<file path="config.mk">
export PLATFORM = sky130hd
export DESIGN_NAME = cesq_top
export DESIGN_NICKNAME = d
export VERILOG_FILES = /design/src/cesq_pkg.sv /design/src/cesq_fifo.sv /design/src/cesq_top.sv
export VERILOG_INCLUDE_DIRS = /design/src /design/src/src
export SDC_FILE = /design/constraint.sdc
export NUM_CORES = 1
export LEC_CHECK = 0
export BUFFER_PORTS_ARGS = -buffer_cell sky130_fd_sc_hd__buf_2
export CAP_MARGIN = 5
export CORE_MARGIN = 1.5
export CORE_UTILIZATION = 40
export DETAILED_ROUTE_END_ITERATION = 10
export REMOVE_ABC_BUFFERS = 1
export SETUP_SLACK_MARGIN = 0.4
export SYNTH_ARGS = -nofsm -noshare
export SYNTH_HDL_FRONTEND = slang
export SYNTH_SLANG_ARGS = --single-unit
</file>
<file path="constraint.sdc">
create_clock -name ref_clk -period 3 [get_ports ref_clk]
set_input_delay 0.6 -clock ref_clk [delete_from_list [all_inputs] [get_ports ref_clk]]
set_output_delay 0.6 -clock ref_clk [all_outputs]
set_load 0.05 [all_outputs]
</file>
<file path="src/cesq_defs.svh">
// constants for the condition, event and queue status block
// assumes inclusion by bare name from package and modules
`ifndef CESQ_DEFS_SVH
`define CESQ_DEFS_SVH
`define CESQ_BIT_SWEEP 0
`define CESQ_BIT_OUT_ON 1
`define CESQ_BIT_EXT_RJ 2
`define CESQ_BIT_LVL_CHG 3
`define CESQ_BIT_INT_RJ 4
`define CESQ_BIT_FAN 5
`define CESQ_BIT_TEMP 7
`define CESQ_BIT_SUPPLY 8
`define CESQ_BIT_OUC 10
`define CESQ_BIT_OSC 11
`define CESQ_BIT_OVLD 12
`define CESQ_BIT_OVCUR 14
`define CESQ_BIT_RJ_ATT 15
`define CESQ_COND_USED_MASK 16'hddbf
`define CESQ_STB_ERR_PEND 2
`define CESQ_STB_EXT_SUM 3
`define CESQ_STB_REPLY_PEND 4
`define CESQ_ERR_UNDEF_HDR 10'h071
`define CESQ_ERR_OVERFLOW 10'h15e
`define CESQ_LVL_CHG_MS 500
`define CESQ_CLK_HZ 25000000
`define CESQ_LVL_CHG_CYC ((`CESQ_CLK_HZ / 1000) * `CESQ_LVL_CHG_MS)
`define CESQ_FILT_RESET 2'h0
`endif

</file>
<file path="src/cesq_pkg.sv">
// types for the condition, event and queue status block
// assumes cesq_defs.svh on the include path
`include "cesq_defs.svh"
package cesq_pkg;
   typedef enum logic [1:0] {
      CESQ_NO_EDGE_SELECT = 2'h0,
      CESQ_RISE = 2'h1,
      CESQ_FALL = 2'h2,
      CESQ_BOTH = 2'h3
   } cesq_edge_t;
   typedef struct packed {
      logic sweep_running;
      logic output_on;
      logic ext_junction_valid;
      logic int_junction_valid;
      logic fan_halt;
      logic overtemp_fault;
      logic supply_fault;
      logic out_ctrl_fail;
      logic amp_oscillation;
      logic overvoltage_load;
      logic overcurrent_input;
      logic junction_sensor_attached;
   } cesq_inst_t;
   typedef struct packed {
      logic [9:0] code;
      logic [7:0] text_id;
   } cesq_err_t;
endpackage

</file>
<file path="src/cesq_fifo.sv">
// small fifo used for the reply and error queues
// assumes one clock; flush and write no_edge_select meet a read on an empty queue
`timescale 1ns/1ps
`default_nettype none
module cesq_fifo #(
   parameter int W = 8,
   parameter int DEPTH = 8,
   parameter bit OVF_REPLACE = 1'b0
) (
   input wire logic ref_clk,
   input wire logic rst_n,
   input wire logic flush,
   input wire logic wr_en,
   input wire logic [W-1:0] wr_data,
   input wire logic [W-1:0] ovf_data,
   input wire logic rd_en,
   output logic [W-1:0] rd_data,
   output logic empty,
   output logic full
);
   localparam int AW = $clog2(DEPTH);
   logic [W-1:0] mem_r [DEPTH];
   logic [AW-1:0] rp_r, rp_nxt, wp_r, wp_nxt;
   logic [AW:0] cnt_r, cnt_nxt;
   logic do_rd, do_wr, do_ovf;
   function automatic logic [AW-1:0] inc(input logic [AW-1:0] p);
      inc = (p == AW'(DEPTH - 1)) ? '0 : p + 1'b1;
   endfunction
   always_comb begin
      do_rd = rd_en && (cnt_r != '0);
      do_wr = wr_en && (cnt_r != (AW+1)'(DEPTH) || do_rd);
      do_ovf = OVF_REPLACE && wr_en && !do_wr;
      rp_nxt = do_rd ? inc(rp_r) : rp_r;
      wp_nxt = do_wr ? inc(wp_r) : wp_r;
      cnt_nxt = cnt_r + (AW+1)'(do_wr) - (AW+1)'(do_rd);
      if (flush) begin
         rp_nxt = '0;
         wp_nxt = '0;
         cnt_nxt = '0;
      end
   end
   always_ff @(posedge ref_clk or negedge rst_n) begin
      if (!rst_n) begin
         rp_r <= '0;
         wp_r <= '0;
         cnt_r <= '0;
      end else begin
         rp_r <= rp_nxt;
         wp_r <= wp_nxt;
         cnt_r <= cnt_nxt;
      end
   end
   // last slot sits just behind the write pointer when full
   always_ff @(posedge ref_clk) begin
      if (!flush && do_wr) begin
         mem_r[wp_r] <= wr_data;
      end else if (!flush && do_ovf) begin
         mem_r[(wp_r == '0) ? AW'(DEPTH - 1) : wp_r - 1'b1] <= ovf_data;
      end
   end
   always_comb begin
      rd_data = mem_r[rp_r];
      empty = (cnt_r == '0);
      full = (cnt_r == (AW+1)'(DEPTH));
   end
endmodule
`default_nettype wire

</file>
<file path="src/cesq_top.sv">
// condition register, transition filter, extended events and the two queues
// assumes instrument status pins are asynchronous; command strobes are on ref_clk
// outputs are registered and trail their sources by one clock
`timescale 1ns/1ps
`default_nettype none
`include "cesq_defs.svh"
module cesq_top #(
   parameter int REPLY_W = 8,
   parameter int REPLY_DEPTH = 16,
   parameter int ERR_DEPTH = 8,
   parameter int LVL_CHG_CYC = `CESQ_LVL_CHG_CYC
) (
   input wire logic ref_clk,
   input wire logic rst_n,
   input wire cesq_pkg::cesq_inst_t inst_status,
   input wire logic level_change_pulse,
   input wire logic filt_wr,
   input wire logic [4:0] filt_index,
   input wire cesq_pkg::cesq_edge_t filt_mode,
   input wire logic [4:0] filt_rd_index,
   input wire logic [15:0] event_enable,
   input wire logic event_read,
   input wire logic new_message,
   input wire logic deadlock,
   input wire logic device_clear,
   input wire logic clear_status,
   input wire logic restart,
   input wire logic reply_wr,
   input wire logic [REPLY_W-1:0] reply_data,
   input wire logic reply_rd,
   input wire logic err_wr,
   input wire cesq_pkg::cesq_err_t err_data,
   input wire logic undef_header,
   input wire logic err_rd,
   output logic [15:0] internal_state_flags,
   output logic [15:0] latched_state_events,
   output cesq_pkg::cesq_edge_t filt_rd_mode,
   output logic [REPLY_W-1:0] reply_out,
   output cesq_pkg::cesq_err_t err_out,
   output logic [7:0] status_bits
);
   import cesq_pkg::*;
   typedef enum logic [1:0] {
      CESQ_LC_IDLE = 2'b01,
      CESQ_LC_HOLD = 2'b10
   } cesq_lc_t;
   // two-stage synchronisers for asynchronous status pins
   logic [12:0] s1_r, s2_r;
   logic [12:0] pin_raw;
   always_comb begin
      pin_raw = {level_change_pulse, inst_status};
   end
   always_ff @(posedge ref_clk or negedge rst_n) begin
      if (!rst_n) begin
         s1_r <= '0;
         s2_r <= '0;
      end else begin
         s1_r <= pin_raw;
         s2_r <= s1_r;
      end
   end
   cesq_inst_t st;
   logic lvl_req, out_prev_r;
   always_comb begin
      st = cesq_inst_t'(s2_r[11:0]);
      lvl_req = s2_r[12];
   end
   // level change hold timer
   // a change pulse shorter than one clock may be missed by the synchroniser
   cesq_lc_t lc_r, lc_nxt;
   logic [$clog2(LVL_CHG_CYC+1)-1:0] lc_cnt_r, lc_cnt_nxt;
   logic lc_trig;
   logic out_rise, out_prev_nxt;
   always_comb begin
      out_rise = st.output_on && !out_prev_r;
      out_prev_nxt = st.output_on;
      lc_trig = lvl_req || out_rise;
      lc_nxt = lc_r;
      lc_cnt_nxt = lc_cnt_r;
      case (lc_r)
         CESQ_LC_IDLE: begin
            if (lc_trig) begin
               lc_nxt = CESQ_LC_HOLD;
               lc_cnt_nxt = '0;
            end
         end
         CESQ_LC_HOLD: begin
            if (lc_trig) begin
               lc_cnt_nxt = '0;
            end else if (lc_cnt_r == $bits(lc_cnt_r)'(LVL_CHG_CYC - 1)) begin
               lc_nxt = CESQ_LC_IDLE;
            end else begin
               lc_cnt_nxt = lc_cnt_r + 1'b1;
            end
         end
         default: begin
            lc_nxt = CESQ_LC_IDLE;
            lc_cnt_nxt = '0;
         end
      endcase
   end
   always_ff @(posedge ref_clk or negedge rst_n) begin
      if (!rst_n) begin
         lc_r <= CESQ_LC_IDLE;
         lc_cnt_r <= '0;
         out_prev_r <= 1'b0;
      end else begin
         lc_r <= lc_nxt;
         lc_cnt_r <= lc_cnt_nxt;
         out_prev_r <= out_prev_nxt;
      end
   end
   // bits six, nine and thirteen no_edge_select hold state
   function automatic logic [15:0] used_only(input logic [15:0] v);
      used_only = v & 16'(`CESQ_COND_USED_MASK);
   endfunction
   // condition register assembly, one clock behind the synchronised levels
   logic [15:0] cond_nxt, cond_r;
   always_comb begin
      cond_nxt = '0;
      cond_nxt[`CESQ_BIT_SWEEP] = st.sweep_running;
      cond_nxt[`CESQ_BIT_OUT_ON] = st.output_on;
      cond_nxt[`CESQ_BIT_EXT_RJ] = st.ext_junction_valid;
      cond_nxt[`CESQ_BIT_INT_RJ] = st.int_junction_valid;
      cond_nxt[`CESQ_BIT_LVL_CHG] = (lc_r == CESQ_LC_HOLD);
      cond_nxt[`CESQ_BIT_FAN] = st.fan_halt;
      cond_nxt[`CESQ_BIT_TEMP] = st.overtemp_fault;
      cond_nxt[`CESQ_BIT_SUPPLY] = st.supply_fault;
      cond_nxt[`CESQ_BIT_OUC] = st.out_ctrl_fail;
      cond_nxt[`CESQ_BIT_OSC] = st.amp_oscillation;
      cond_nxt[`CESQ_BIT_OVLD] = st.overvoltage_load;
      cond_nxt[`CESQ_BIT_OVCUR] = st.overcurrent_input;
      cond_nxt[`CESQ_BIT_RJ_ATT] = st.junction_sensor_attached;
      cond_nxt = used_only(cond_nxt);
   end
   // transition filter and extended event latch
   logic [31:0] filt_r, filt_nxt;
   logic [15:0] evt_r, evt_nxt;
   // no_edge_select, or an unknown code, yields no edge
   function automatic logic edge_hit(input logic [1:0] m, input logic prev, input logic cur);
      case (cesq_edge_t'(m))
         CESQ_RISE: edge_hit = !prev && cur;
         CESQ_FALL: edge_hit = prev && !cur;
         CESQ_BOTH: edge_hit = prev ^ cur;
         default: edge_hit = 1'b0;
      endcase
   endfunction
   logic [3:0] wr_bit, rd_bit;
   logic [15:0] edge_hits;
   // index one to sixteen names condition bit index minus one
   function automatic logic [3:0] index_bit(input logic [4:0] idx);
      index_bit = 4'(idx - 5'h01);
   endfunction
   function automatic logic index_ok(input logic [4:0] idx);
      index_ok = (idx >= 5'h01) && (idx <= 5'h10);
   endfunction
   always_comb begin
      wr_bit = index_bit(filt_index);
      filt_nxt = filt_r;
      // writes outside one to sixteen are ignored
      if (filt_wr && index_ok(filt_index)) begin
         filt_nxt[wr_bit*2 +: 2] = filt_mode;
      end
      // restart returns every filter to no_edge_select
      if (restart) begin
         filt_nxt = {16{`CESQ_FILT_RESET}};
      end
   end
   always_ff @(posedge ref_clk or negedge rst_n) begin
      if (!rst_n) begin
         filt_r <= {16{`CESQ_FILT_RESET}};
      end else begin
         filt_r <= filt_nxt;
      end
   end
   // an edge in a clearing cycle is kept, so no event is lost to a read
   always_comb begin
      edge_hits = '0;
      for (int i = 0; i < 16; i++) begin
         edge_hits[i] = edge_hit(filt_r[i*2 +: 2], cond_r[i], cond_nxt[i]);
      end
      evt_nxt = (event_read || clear_status) ? 16'h0000 : evt_r;
      evt_nxt = used_only(evt_nxt | edge_hits);
   end
   always_ff @(posedge ref_clk or negedge rst_n) begin
      if (!rst_n) begin
         evt_r <= '0;
      end else begin
         evt_r <= evt_nxt;
      end
   end
   // previous condition value feeds the edge filters
   always_ff @(posedge ref_clk or negedge rst_n) begin
      if (!rst_n) begin
         cond_r <= '0;
      end else begin
         cond_r <= cond_nxt;
      end
   end
   // reply and error queues
   logic reply_flush, err_flush, err_push;
   logic reply_empty, err_empty;
   logic [REPLY_W-1:0] reply_head;
   cesq_err_t err_head, err_in, err_ovf;
   // a flush beats a push in the same cycle inside the fifo
   always_comb begin
      reply_flush = new_message || deadlock || device_clear || restart;
   end
   // a caller-supplied entry wins over an unknown header in the same cycle
   always_comb begin
      err_flush = clear_status || restart;
      err_push = err_wr || undef_header;
      err_in = err_wr ? err_data : cesq_err_t'{`CESQ_ERR_UNDEF_HDR, 8'h00};
      err_ovf = cesq_err_t'{`CESQ_ERR_OVERFLOW, 8'h01};
   end
   cesq_fifo #(.W(REPLY_W), .DEPTH(REPLY_DEPTH), .OVF_REPLACE(1'b0)) u_reply (
      .ref_clk(ref_clk),
      .rst_n(rst_n),
      .flush(reply_flush),
      .wr_en(reply_wr),
      .wr_data(reply_data),
      .ovf_data(reply_data),
      .rd_en(reply_rd),
      .rd_data(reply_head),
      .empty(reply_empty),
      .full()
   );
   cesq_fifo #(.W($bits(cesq_err_t)), .DEPTH(ERR_DEPTH), .OVF_REPLACE(1'b1)) u_err (
      .ref_clk(ref_clk),
      .rst_n(rst_n),
      .flush(err_flush),
      .wr_en(err_push),
      .wr_data(err_in),
      .ovf_data(err_ovf),
      .rd_en(err_rd),
      .rd_data(err_head),
      .empty(err_empty),
      .full()
   );
   // registered outputs; an empty queue shows zero rather than a stale slot
   logic [15:0] flags_nxt, events_nxt;
   cesq_edge_t rd_mode_nxt;
   logic [REPLY_W-1:0] reply_out_nxt;
   cesq_err_t err_out_nxt;
   logic [7:0] status_nxt;
   always_comb begin
      rd_bit = index_bit(filt_rd_index);
      flags_nxt = cond_r;
      events_nxt = evt_r;
      rd_mode_nxt = cesq_edge_t'(filt_r[rd_bit*2 +: 2]);
      // a readback index outside one to sixteen shows no_edge_select
      if (!index_ok(filt_rd_index)) begin
         rd_mode_nxt = CESQ_NO_EDGE_SELECT;
      end
      reply_out_nxt = reply_empty ? '0 : reply_head;
      err_out_nxt = err_empty ? '0 : err_head;
      status_nxt = 8'h00;
      status_nxt[`CESQ_STB_REPLY_PEND] = !reply_empty;
      status_nxt[`CESQ_STB_ERR_PEND] = !err_empty;
      status_nxt[`CESQ_STB_EXT_SUM] = |(evt_r & event_enable);
   end
   always_ff @(posedge ref_clk or negedge rst_n) begin
      if (!rst_n) begin
         internal_state_flags <= '0;
         latched_state_events <= '0;
         filt_rd_mode <= CESQ_NO_EDGE_SELECT;
         reply_out <= '0;
         err_out <= '0;
         status_bits <= '0;
      end else begin
         internal_state_flags <= flags_nxt;
         latched_state_events <= events_nxt;
         filt_rd_mode <= rd_mode_nxt;
         reply_out <= reply_out_nxt;
         err_out <= err_out_nxt;
         status_bits <= status_nxt;
      end
   end
endmodule
`default_nettype wire

</file>
After elaboration in Yosys (flattened, before gate mapping)
Memories as Yosys holds them, arrays and structs flattened.
Cells that the tools add are included.
W data, S select, Z words.
{"block": "classes", "n_addsub": 13, "magnitude_cmp": 4, "n_eq_ne": 52, "shift": 3, "n_mux": 54, "bitwise": 15, "reduce_logical": 93}
{"op": "$mux W24", "count": 3}
{"op": "$mux W32", "count": 2}
{"op": "$eq A2 B2 Y1 const B", "count": 27}
{"op": "$mux W18", "count": 3}
{"op": "$pmux W24 S2", "count": 1}
{"op": "$pmux W1 S3", "count": 13}
{"op": "$logic_and A1 B1 Y1", "count": 38}
{"op": "$neg A5 Y34", "count": 1}
{"op": "$shift A2 B34 Y32 const A", "count": 1}
{"op": "$shiftx A2 B34 Y32", "count": 1}
{"op": "$bwmux W32", "count": 1}
{"op": "$logic_not A1 Y1", "count": 32}
{"op": "$shiftx A32 B6 Y2", "count": 1}
{"op": "$eq A2 B1 Y1 const B", "count": 14}
{"op": "$mux W4", "count": 7}
{"op": "$add A24 B1 Y24 const B", "count": 1}
{"op": "$eq A24 B24 Y1 const B", "count": 1}
{"op": "$mux W3", "count": 8}
{"op": "$reduce_or A18 Y1", "count": 1}
{"op": "$and A16 B16 Y16", "count": 1}
{"op": "$mux W16", "count": 1}
{"op": "$or A16 B16 Y16", "count": 1}
{"op": "$reduce_or A16 Y1", "count": 1}
{"op": "$xor A1 B1 Y1", "count": 13}
{"op": "31 further kinds", "count": 61}
{"block": "totals", "reg_bits": 191, "ramBits": 272, "in_bits": 81, "output_inout_bits": 68, "elab_cells": 257, "memories": 2}
{"memory": "u_err.mem_r", "depth": 8, "word_bits": 18, "rd": 1, "rd_ports_with_merged_regs": 0, "wr": 1, "line": "cesq_fifo.sv:22", "rtl": "logic [W-1:0] mem_r [DEPTH];"}
{"memory": "u_reply.mem_r", "depth": 16, "word_bits": 8, "rd": 1, "rd_ports_with_merged_regs": 0, "wr": 1, "line": "cesq_fifo.sv:22"}

Logic depth before layout (Yosys ltp)
Gate-level depths: netlist (run 1).
{"block": "depth", "word_depth": 12, "depth_mapped": 14, "mapped_depth_nobuf": 13}

Modules after synthesis
Synthesis (run 1) repeated with hierarchy kept, for this count alone.
{"block": "hier_totals", "hier_cells": 1321, "hier_area_um2": 20005.4}
{"mod": "cesq_top", "instances": 1, "cells_each": 677, "area_each_um2": 7626.1, "seq_area_each_um2": 4180.3}
{"mod": "cesq_fifo (u_err)", "instances": 1, "cells_each": 326, "area_each_um2": 6465.0, "seq_area_each_um2": 4574.4}
{"mod": "cesq_fifo (u_reply)", "instances": 1, "cells_each": 318, "area_each_um2": 5914.4, "seq_area_each_um2": 4169.0}

Worst setup path after synthesis (run 1)
OpenSTA, ideal clock, no wires.
{"block": "synth_timing", "path_type": "input to register", "startpoint": "in restart", "endpoint": "mem u_err.mem_r[0][0] (netlist bit) (enable)", "setup_time_ps": 420, "arrival_time_ps": 3055, "required_time_ps": 2580, "path_slack_ps": -475, "stages": 5, "path_buffers": 2, "cell_sequence": "clkbuf_1 > or2_2 > clkbuf_1 > or3_1 > nor3b_1"}
{"block": "synth_via", "elab_chain_len": 8, "elab_cells_between_ends": 12, "cone_classes": "mux: 7; reduce/logical: 5"}
{"element": "start: declaration", "line": "cesq_top.sv:27", "rtl": "input wire logic restart,"}
{"element": "$logic_or A1 B1 Y1 (*)", "line": "cesq_top.sv:211", "rtl": "err_flush = clear_status || restart;"}
{"element": "$logic_not A1 Y1 (*)", "line": "cesq_fifo.sv:55, cesq_fifo.sv:57"}
{"element": "$logic_and A1 B1 Y1", "line": "cesq_fifo.sv:57", "rtl": "end else if (!flush && do_ovf) begin"}
{"element": "$mux W1", "line": "cesq_fifo.sv:57"}
{"element": "$mux W1", "line": "cesq_fifo.sv:55", "rtl": "if (!flush && do_wr) begin"}
{"element": "$mux W1", "line": "cesq_fifo.sv:58", "rtl": "mem_r[(wp_r == '0) ? AW'(DEPTH - 1) : wp_r - 1'b1] <= ovf_data;"}
{"element": "$reduce_or A18 Y1 (no source line)"}
{"element": "$mux W3 (no source line) or $mux W1 (tied branches)"}
{"element": "end: declaration", "line": "cesq_fifo.sv:22"}
Mark *: on every way between the ends. The rest lies on a longest branch, timed or not.

Final worst setup path (run 1)
{"block": "layout_timing", "startpoint": "reg u_reply.cnt_r[3]", "endpoint": "reg u_reply.cnt_r[4]"}
{"block": "layout_via", "elab_chain_len": 7, "elab_cells_between_ends": 8, "cone_classes": "add/sub: 2; eq/ne: 1; mux: 1; reduce/logical: 4"}
{"element": "start: declaration", "line": "cesq_fifo.sv:24", "rtl": "logic [AW:0] cnt_r, cnt_nxt;"}
{"element": "start signal: assignment", "line": "cesq_fifo.sv:50", "rtl": "cnt_r <= cnt_nxt;"}
{"element": "$reduce_bool A5 Y1", "line": "cesq_fifo.sv:30", "rtl": "do_rd = rd_en && (cnt_r != '0);"}
{"element": "$logic_and A1 B1 Y1", "line": "cesq_fifo.sv:30"}
{"element": "$logic_or A1 B1 Y1", "line": "cesq_fifo.sv:31", "rtl": "do_wr = wr_en && (cnt_r != (AW+1)'(DEPTH) || do_rd);"}
{"element": "$logic_and A1 B1 Y1", "line": "cesq_fifo.sv:31"}
{"element": "$add A5 B1 Y5", "line": "cesq_fifo.sv:35", "rtl": "cnt_nxt = cnt_r + (AW+1)'(do_wr) - (AW+1)'(do_rd);"}
{"element": "$sub A5 B1 Y5 (*)", "line": "cesq_fifo.sv:35"}
{"element": "$mux W5 (*)", "line": "cesq_fifo.sv:36", "rtl": "if (flush) begin"}
{"element": "net u_reply.cnt_nxt[4]", "line": "cesq_fifo.sv:24"}
The timed path passes the listed nets; every way through them passes the cells marked *.
A chain may end at the register's enable or synchronous reset.

==> results.toml, run 1 <==
[run_status]
outcome = "finished, final reports clean"

[sta]
min_period_ns = 2.46
worst_pin_slew_ns = 0.972
min_period_over_period_pct = 82.1
fmax_ghz = 0.406
setup_viol = 0
grt_setup_unrepaired = "true"
max_slew_margin_pct = 34.6
hold_slack_ns = 0.0167
hold_viol = 0
skew_ns = 0.0235
slew_violations = 0

[die]
fp.dieH_um = 225
io_pins = 149
rows = 81
start_util_pct = 40.4
dieArea_sq_mm = 0.0507
die_w_um = 225
core_sq_mm = 0.0488

[synthesis]
ys_warn_count = 0
synth_cell_types = 73
ys_seq_elements = 462
yosys.area.top_type = "edfxtp_1"
syn_area_per_cell_sq_um = 15.0
ys_async_sr_fraction_pct = 41.1
mappedNetlistArea_sq_mm = 0.0197
synth_edf_count = 272
yosysSeqAreaShare_pct = 65.4
yosysTopAreaCellShare_pct = 41.4
dominantRegCellSynth = "edfxtp_1"
synthCells = 1316
synth.area.top_cells = "edfxtp_1 41%, dfrtp_1 24%, mux4_2 9.6%"

[layout]
nets = 1654
fin_cells = 2216
area_delta_synth_final_pct = 17.8
nFillCells = 4244
multi_input_area_sq_mm = 0.00630
finalInstanceArea_sq_mm = 0.0233
drive_above_1_share_pct = 26.4
insertedDiodeCount = 0
post-route-util_pct = 47.6
ff_latch_area_sq_mm = 0.0129

[route]
vias = 11237
wl_per_cell_um = 18.7
vias_per_cell = 5.07
firstDrtPassIters = 5
postRouteAntennaNets = 0
routed_wl_mm = 41.4
remaining_drc_errors = 0
drt_iter0_markers = 678

[power_and_ir_drop]
power_mw = 15.0
p_per_area_mw_per_mm2 = 644
ir_drop_v = 0.000462
leakage_nw = 9.10

[cts]
clk_pin_slew_ns = 0.06
cts_sinks = 462
h-tree-depth = 2
cts_buffers = 50
clk_path_buf_depth = 3
clkLatencyLatePin_ns = 0.59
cts_tree = "yes"
cts_root_buffer = "clkbuf_16"
post_cts_buffers = 0

[placed_design]
dpl.hpwl_mm = 28.0
routabilityCongestion = 0.861
numPortBuffers = 134
dpl.cell_count = 2124
dpl-instance-area_sq_mm = 0.0216

[critical_path]
crit_top_cell = "nor2_1"
r2r-start = "u_reply.cnt_r[3]"
worstPathArrival_ns = 2.92
endpoint = "u_reply.cnt_r[4]"
worstRegToRegCells = 13
r2r-end = "u_reply.cnt_r[4]"
crit_start = "u_reply.cnt_r[3]"
crit_family = "adder cells"
critPathMaxStageDelay_ns = 0.39
r2r_setup_slack_ns = 0.54
crit_path_end_kind = "flip-flop"
crit_buf_inv = 2
critical_path_class = "reg -> reg"
critical_path.slowest_cell = "dfrtp_1"
crit_required_ns = 3.46
crit_chain = "inv_1 -> ha_2 -> nor4b_4 -> nor2b_2 -> ha_1 -> inv_1 -> ha_1 -> fa_2 -> a21oi_2 -> nor2_1 -> nor2_1 -> xnor2_1 -> nor2_1"
cp-start-kind = "flip-flop"
path_max_fanout = 2
cp_num_cells = 13

[job]
max_cap_viol_count = 0

[hold_path]
hold_class = "in -> async"

[global_routing]
grt_pass1_wl_mm = 65.2
grt_overflow = 0
grt_max_degree = 65
antenna_found_initial = 1
track_usage_pct = 16.7
first_global_vias = 11512
-- cells in the mapped netlist (4+ instances only) --
cell	number
a31oi_1	9
nor3_1	25
nand3_1	25
nand4_1	9
xor2_1	5
inv_1	78
a22oi_1	5
nor4_1	8
buf_2	11
o31ai_1	16
nor2b_1	7
o21ai_0	19
and2_1	12
mux4_2	84
nor2_1	103
a221o_1	13
or2_2	5
a21oi_1	19
o21ai_1	4
mux2i_1	71
xnor2_1	10
edfxtp_1	272
clkbuf_1	37
and3_1	12
nand2b_1	37
ha_1	59
buf_4	14
dfrtp_1	189
nand2_1	79
or3_1	4
nor3b_1	5
-- worst min-delay path by stage --
stage | depth (start not counted) | endpoint | startpoint
2_1_floorplan | 0 | cond_r[0] | rst_n
3_3_place_gp | 0 | s2_r[9] | s1_r[9]
3_5_place_dp | 0 | s2_r[4] | s1_r[4]
4_1_cts | 1 | lc_cnt_r[4] | rst_n
5_1_grt | 1 | lc_cnt_r[4] | rst_n
6_report | 1 | lc_cnt_r[4] | rst_n
-- cells by family (layout without fill, tap and decap cells) --
group,count (synthesis),in the layout,synth area share [%]
XOR/XNOR,16,16,0.748
flip-flops,462,462,65.4
other,1,11,0.0190
multiplexers,156,156,13.2
adder cells (fa/ha/maj),61,61,3.94
AND/OR/NAND/NOR,360,360,9.33
buffers and inverters,146,372,3.23
AO/OA/AOI/OAI,114,114,4.05
-- flip-flops by register name, summed over array words and instances (netlist names), 13 cells and up --
signal and flops:
cond_r 13, err_out 18, events_nxt 13, filt_r 32, internal_state_flags 13, latched_state_events 13, lc_cnt_r 24, s1_r 13
s2_r 13, u_err.mem_r 144, u_reply.mem_r 128
-- routing by layer --
| layer | part of all wire [%] | GRT usage (%) | up-vias |
|---|---|---|---|
| li1 | - | - | 5257 |
| met1 | 44 | 22.5 | 5657 |
| met2 | 49 | 27.7 | 258 |
| met3 | 4.6 | 3.21 | 63 |
| met4 | 2.1 | 4.61 | 2 |
| met5 | 0.041 | 0 | - |
-- area by class of cell --
| type | count | area share (%) |
|---|---|---|
| Sequential cell | 462 | 55.6 |
| Multi-Input combinational cell | 718 | 27.1 |
| Clock buffer | 74 | 6.24 |
| Timing Repair Buffer | 202 | 5.39 |
| Tap cell | 664 | 3.57 |
| Inverter | 78 | 1.26 |
| Clock inverter | 18 | 0.839 |
-- placed cells by master, fill, tap and decap left out, types with 10 or more instances in the layout --
cell type  synthesis  layout
edfxtp_1         272     272
dfrtp_1          189     187
buf_2             11     133
nor2_1           103     103
mux4_2            84      84
nand2_1           79      79
inv_1             78      78
mux2i_1           71      70
buf_4             14      63
ha_1              59      58
clkbuf_16          0      50
nand2b_1          37      37
nand3_1           25      25
nor3_1            25      21
o21ai_0           19      19
a21oi_1           19      18
o31ai_1           16      16
a221o_1           13      13
clkbuf_1          37      13
and2_1            12      12
and3_1            12      12
clkbuf_8           0      12
conb_1             1      11
xnor2_1           10      10
-- per-stage QoR --
| stage | worst slack (ns) | setup TNS [ns] |
|---|---|---|
| floorplan | -0.582 | -73.77 |
| global placement | 0.289 | 0 |
| detailed placement | 0.258 | 0 |
| CTS | 0.405 | 0 |
| global route | 0.377 | 0 |
| finish | 0.537 | 0 |
-- timing repair --
action / CTS / global route
hold buffers: 0 / 0
gates resized for setup: 2 / 6
endpoints found under the setup margin: 9 / 127
cloned: 0 / 0
pin swaps: 0 / 0
-- power breakdown --
part | total (mW) | internal, mW | switching [mW]
combinational | 1.77 | 0.586 | 1.18
sequential | 7.10 | 6.98 | 0.122
clock | 6.11 | 3.61 | 2.50
(Power assumes the default switching activity.)
==> run 2: changes to the inputs <==
==> constraint.sdc (replaced) <==
create_clock -name ref_clk -period 2 [get_ports ref_clk]
set_input_delay 0.4 -clock ref_clk [delete_from_list [all_inputs] [get_ports ref_clk]]
set_output_delay 0.4 -clock ref_clk [all_outputs]
set_load 0.05 [all_outputs]
==> results.toml, run 2 (synthesis gave the netlist of run 1 again) <==
[run_status]
outcome = "finished, violations left"
violations = "setup timing"

[route]
drt_iter0_markers = 824
firstDrtPassIters = 6
routed_wl_mm = 46.9
wl_per_cell_um = 19.8
postRouteAntennaNets = 0
vias = 12219
vias_per_cell = 5.15
remaining_drc_errors = 0

[placed_design]
dpl.hpwl_mm = 30.6
dpl-instance-area_sq_mm = 0.0223
routabilityCongestion = 0.843
numPortBuffers = 134
dpl.cell_count = 2215

[die]
die_w_um = 225
rows = 81
io_pins = 149
start_util_pct = 40.4
core_sq_mm = 0.0488
dieArea_sq_mm = 0.0507
fp.dieH_um = 225

[sta]
slew_violations = 0
hold_slack_ns = 0.0660
setup_viol = 291
finalWorstSetupSlack_ns = -0.331
grt_setup_unrepaired = "true"
totalNegativeSetupSlack_ns = -64.44
fmax_ghz = 0.429
skew_ns = 0.0314
worst_pin_slew_ns = 0.629
min_period_over_period_pct = 117
max_slew_margin_pct = 58.1
min_period_ns = 2.33
hold_viol = 0

[layout]
largest_reg_flops = 144
final_cell_mix = "272 x edfxtp_1, 184 x dfrtp_1, 133 x buf_2"
biggestRegsByFlops = "u_err.mem_r (144), u_reply.mem_r (128), filt_r (32)"
nets = 1808
drive_above_1_share_pct = 39.2
fin_cells = 2373
area_delta_synth_final_pct = 31.1
top_register = "u_err.mem_r"
post-route-util_pct = 53.0
final_common_cell = "edfxtp_1"
finalInstanceArea_sq_mm = 0.0259

[global_routing]
use_met2_pct = 30.3
first_global_vias = 12549
grt_max_degree = 59
met3_usage_pct = 3.35
grt_overflow = 0
antenna_found_initial = 0
track_usage_pct = 18.3
met1_usage_pct = 24.3
grt_pass1_wl_mm = 70.7
grt-busiest-layer = "met2"

[critical_path]
crit_path_end_kind = "flip-flop"
path_max_fanout = 5
crit_required_ns = 2.33
critical_path_class = "reg -> reg"
worstPathArrival_ns = 2.66
cp-start-kind = "flip-flop"

[cts]
clkLatencyLatePin_ns = 0.61
h-tree-depth = 2
cts_tree = "yes"
cts_buffers = 50
cts_root_buffer = "clkbuf_16"
cts_sinks = 462
clk_pin_slew_ns = 0.06
clk_path_buf_depth = 3

[power_and_ir_drop]
leakage_nw = 10.2
swShare_pct = 26.1
clock_power_share_pct = 39.4
p_per_area_mw_per_mm2 = 909
internal-power_mw = 17.4
netSwitchingPower_mw = 6.14
p_comb_share_pct = 15.4
ir_drop_v = 0.000718
power_frac_seq_pct = 45.1

[hold_path]
hold_class = "in -> reg"

[job]
max_cap_viol_count = 0
-- run 2: changes by cell type in the layout (fill, tap and decap cells not counted), sizes merged --
cell	change
buf	+136
clkbuf	-2
clkinv	+5
diode	+1
dlygate4sd3	+14
bufinv	+1
clkinvlp	+2
-- run 2: worst paths after layout --
check	startpoint	to	slack [ns]	depth (start not counted)
max in group asynchronous	rst_n	filt_r[5]	0.98	3
worst max-delay path	u_err.cnt_r[2]	u_err.mem_r[2][7]	-0.33	11
worst max register to register	u_err.cnt_r[2]	u_err.mem_r[2][7]	-0.33	11
min in group asynchronous	rst_n	filt_rd_mode[1]	0.40	2
worst min-delay path	event_enable[8]	status_bits[3]	0.07	3
worst min register to register	s1_r[1]	s2_r[1]	0.35	0
-- run 2: critical path, stage by stage (launching register included) --
cell	delay [ns]
dfrtp_1	0.38
inv_2	0.10
ha_4	0.12
nor3b_2	0.14
buf_4	0.16
buf_6	0.10
o2111ai_4	0.13
buf_6	0.17
o22a_4	0.24
nor3b_4	0.23
buf_4	0.17
buf_8	0.13
-- run 2: layer usage --
metal / part of all wire (%) / up-vias
met1: 43 / 6209
met2: 49 / 345
met4: 3.1 / 0
met5: 0 / -
li1: - / 5574
met3: 5.0 / 91
-- run 2: power by group through the flow --
stage                     combinational (mW)  clock [mW]  sequential, mW
after floorplan                         1.23           0            11.3
after global placement                  2.95           0            10.8
after detailed placement                3.03           0            10.8
after CTS                               3.23        9.50            10.6
after global routing                    3.95        9.88            10.7
final                                   3.63        9.28            10.6
-- run 2: layout make-up --
| class | count | area [sq um] |
|---|---|---|
| clock buffer | 68 | 1400 |
| fill | 4001 | 23000 |
| antenna | 1 | 2.50 |
| clock inverter | 26 | 277 |
| tap | 664 | 831 |
| multi-input combinational | 718 | 7230 |
| inverter | 78 | 298 |
| sequential | 462 | 12900 |
| timing repair buffer | 356 | 2920 |
-- run 2: per-stage QoR --
stage / power [mW] / setup WS (ns)
2_1_floorplan: 12.5 / -1.58
6_report: 23.5 / -0.331
3_3_place_gp: 13.7 / -0.585
5_1_grt: 24.5 / -0.433
3_5_place_dp: 13.8 / -0.562
4_1_cts: 23.3 / -0.380
-- run 2: what timing repair did --
item                                    in CTS  in global routing
hold buffers                                14                  0
gates resized for setup                    113                188
pin swaps                                   20                 56
endpoints found under the hold margin       65                  0
endpoints found under the setup margin     559                570
gates cloned                                 2                  7
setup buffers                                9                 31
==> run 3: changes to the inputs <==
--- a/config.mk
+++ b/config.mk
@@ -8,11 +8,15 @@
 export LEC_CHECK = 0
 export BUFFER_PORTS_ARGS = -buffer_cell sky130_fd_sc_hd__buf_2
 export CAP_MARGIN = 5
+export CELL_PAD_IN_SITES_DETAIL_PLACEMENT = 0
+export CELL_PAD_IN_SITES_GLOBAL_PLACEMENT = 1
 export CORE_MARGIN = 1.5
 export CORE_UTILIZATION = 40
 export DETAILED_ROUTE_END_ITERATION = 10
+export PLACE_DENSITY_LB_ADDON = 0.1
 export REMOVE_ABC_BUFFERS = 1
-export SETUP_SLACK_MARGIN = 0.4
+export SETUP_SLACK_MARGIN = 0.3
 export SYNTH_ARGS = -nofsm -noshare
 export SYNTH_HDL_FRONTEND = slang
+export SYNTH_HIERARCHICAL = 1
 export SYNTH_SLANG_ARGS = --single-unit
==> results.toml, run 3 <==
[run_status]
outcome = "finished, violations left"
violations = "setup timing"

[hold_path]
hp-start = "event_enable[5]"
hold_depth = 3
hold_class = "in -> reg"
hold_end = "status_bits[3]"

[critical_path]
critPathMaxStageDelay_ns = 0.48
r2r-end = "u_reply/cnt_r[4]"
worstPathArrival_ns = 3.03
critical_path_class = "reg -> reg"
r2r_setup_slack_ns = -0.50
cp-start-kind = "flip-flop"
crit_required_ns = 2.53
critical_path.slowest_cell = "or4b_4"
path_max_fanout = 2
crit_chain = "inv_2 -> ha_4 -> or4b_4 -> nand2_4 -> mux2i_1 -> ha_2 -> fa_2 -> a21oi_2 -> nor2_2 -> or3_1 -> a21oi_2"
crit_path_end_kind = "flip-flop"
worstRegToRegCells = 11
r2r-start = "u_reply/cnt_r[3]"
crit_top_cell = "a21oi_2"

[global_routing]
use_met2_pct = 31.2
grt_max_degree = 57
antenna_found_initial = 0
first_global_vias = 12904
met3_usage_pct = 2.98
grt_overflow = 0
grt_pass1_wl_mm = 74.9
grt-busiest-layer = "met2"
track_usage_pct = 19.4
met1_usage_pct = 27.1

[job]
max_cap_viol_count = 0

[sta]
skew_ns = 0.0193
finalWorstSetupSlack_ns = -0.496
slew_violations = 0
setup_viol = 262
min_period_over_period_pct = 125
hold_viol = 0
grt_setup_unrepaired = "true"
min_period_ns = 2.50
fmax_ghz = 0.401

[route]
drt_iter0_markers = 914
vias_per_cell = 5.14
postRouteAntennaNets = 0
routed_wl_mm = 49.1
remaining_drc_errors = 0
vias = 12549
firstDrtPassIters = 5
wl_per_cell_um = 20.1

[placed_design]
dpl-instance-area_sq_mm = 0.0228
numPortBuffers = 134
dpl.hpwl_mm = 30.9
place_ws_ns = -0.745
routabilityCongestion = 0.834
dpl.cell_count = 2239

[die]
rows = 81
dieArea_sq_mm = 0.0514
fp.dieH_um = 227
io_pins = 149
start_util_pct = 40.7
die_w_um = 227
core_sq_mm = 0.0492

[layout]
biggestRegsByFlops = "u_err/mem_r (144), u_reply/mem_r (128), filt_r (32)"
fin_cells = 2440
drive_above_1_share_pct = 42.8
finalInstanceArea_sq_mm = 0.0273
area_delta_synth_final_pct = 36.3
post-route-util_pct = 55.5
final_common_cell = "edfxtp_1"
nets = 1873
final_cell_mix = "272 x edfxtp_1, 180 x dfrtp_1, 133 x buf_4"
largest_reg_flops = 144
top_register = "u_err/mem_r"
insertedDiodeCount = 0

[cts]
clk_pin_slew_ns = 0.06
cts_tree = "yes"
clkLatencyLatePin_ns = 0.61
h-tree-depth = 2
cts_sinks = 462
cts_root_buffer = "clkbuf_16"
cts_buffers = 51
clk_path_buf_depth = 3

[synthesis]
ys_warn_count = 6
synthCells = 1320
syn_area_per_cell_sq_um = 15.2
mappedNetlistArea_sq_mm = 0.0200

[power_and_ir_drop]
ir_drop_v = 0.000848
power_mw = 22.7
p_per_area_mw_per_mm2 = 832
leakage_nw = 10.8
[run 3: cell types whose count changed in the layout (fill, tap and decap cells not counted), sizes merged, moves of 28 or more]
cell   delta
nor2     -43
buf      +39
mux2     +38
nor2b    +31
nand2    -28
[run 3: metrics by stage]
stage | TNS (ns) | hold WS (ns)
2_1_floorplan | -193.93 | 0.104
3_3_place_gp | -141.77 | 0.334
3_5_place_dp | -143.63 | 0.336
4_1_cts | -46.92 | 0.00574
5_1_grt | -79.58 | 0.0502
6_report | -56.34 | 0.0556
[run 3: cell type report]
type                    instances  area (sq um)
clock buffers                  65          1400
flip-flops and latches        462         12900
fillers                      4014         21900
repair buffers                396          3670
well taps                     664           831
clock inverters                31           392
multi-input cells             752          7740
inverters                      70           282
[run 3: power by group]
group	internal, mW	switching [mW]
logic	1.01	1.39
clock network	5.90	3.95
registers	10.3	0.0981
total	17.2	5.44
[run 3: worst max path at each step]
stage / start / end / slack (ns) / depth (start not counted)
after detailed placement: u_reply/cnt_r[2] / u_reply/cnt_r[4] / -0.75 / 11
after CTS: u_reply/cnt_r[3] / u_reply/cnt_r[4] / -0.48 / 11
after floorplan: restart / u_err/mem_r[4][0] / -1.10 / 5
after global routing: u_reply/cnt_r[3] / u_reply/cnt_r[4] / -0.61 / 11
after global placement: u_reply/cnt_r[2] / u_reply/cnt_r[4] / -0.67 / 11
final: u_reply/cnt_r[3] / u_reply/cnt_r[4] / -0.50 / 11
[run 3: metal layers]
metal | share of wire (%) | vias up | routed length, um
met1 | 46 | 6432 | 22400
met2 | 48 | 239 | 23700
li1 | - | 5806 | -
met4 | 2.3 | 0 | 1150
met5 | 0 | - | 0
met3 | 3.8 | 72 | 1890
[run 3: timing repair]
| action | in CTS | in global routing |
|---|---|---|
| endpoints found under the setup margin | 516 | 518 |
| setup buffers | 44 | 30 |
| gates resized for setup | 259 | 140 |
| hold endpoints to repair | 46 | 0 |
| hold buffers | 15 | 0 |
| gates cloned | 11 | 5 |
| pin swaps | 53 | 67 |
[run 3: critical path: cells and delay by family, from the launching register on]
| kind | cells | cell delay, ns |
|---|---|---|
| adder cells (fa/ha/maj) | 3 | 0.67 |
| multiplexers | 1 | 0.08 |
| AND/OR/NAND/NOR | 4 | 0.95 |
| AO/OA/AOI/OAI | 2 | 0.25 |
| buffers and inverters | 1 | 0.08 |
| flip-flops | 1 | 0.39 |
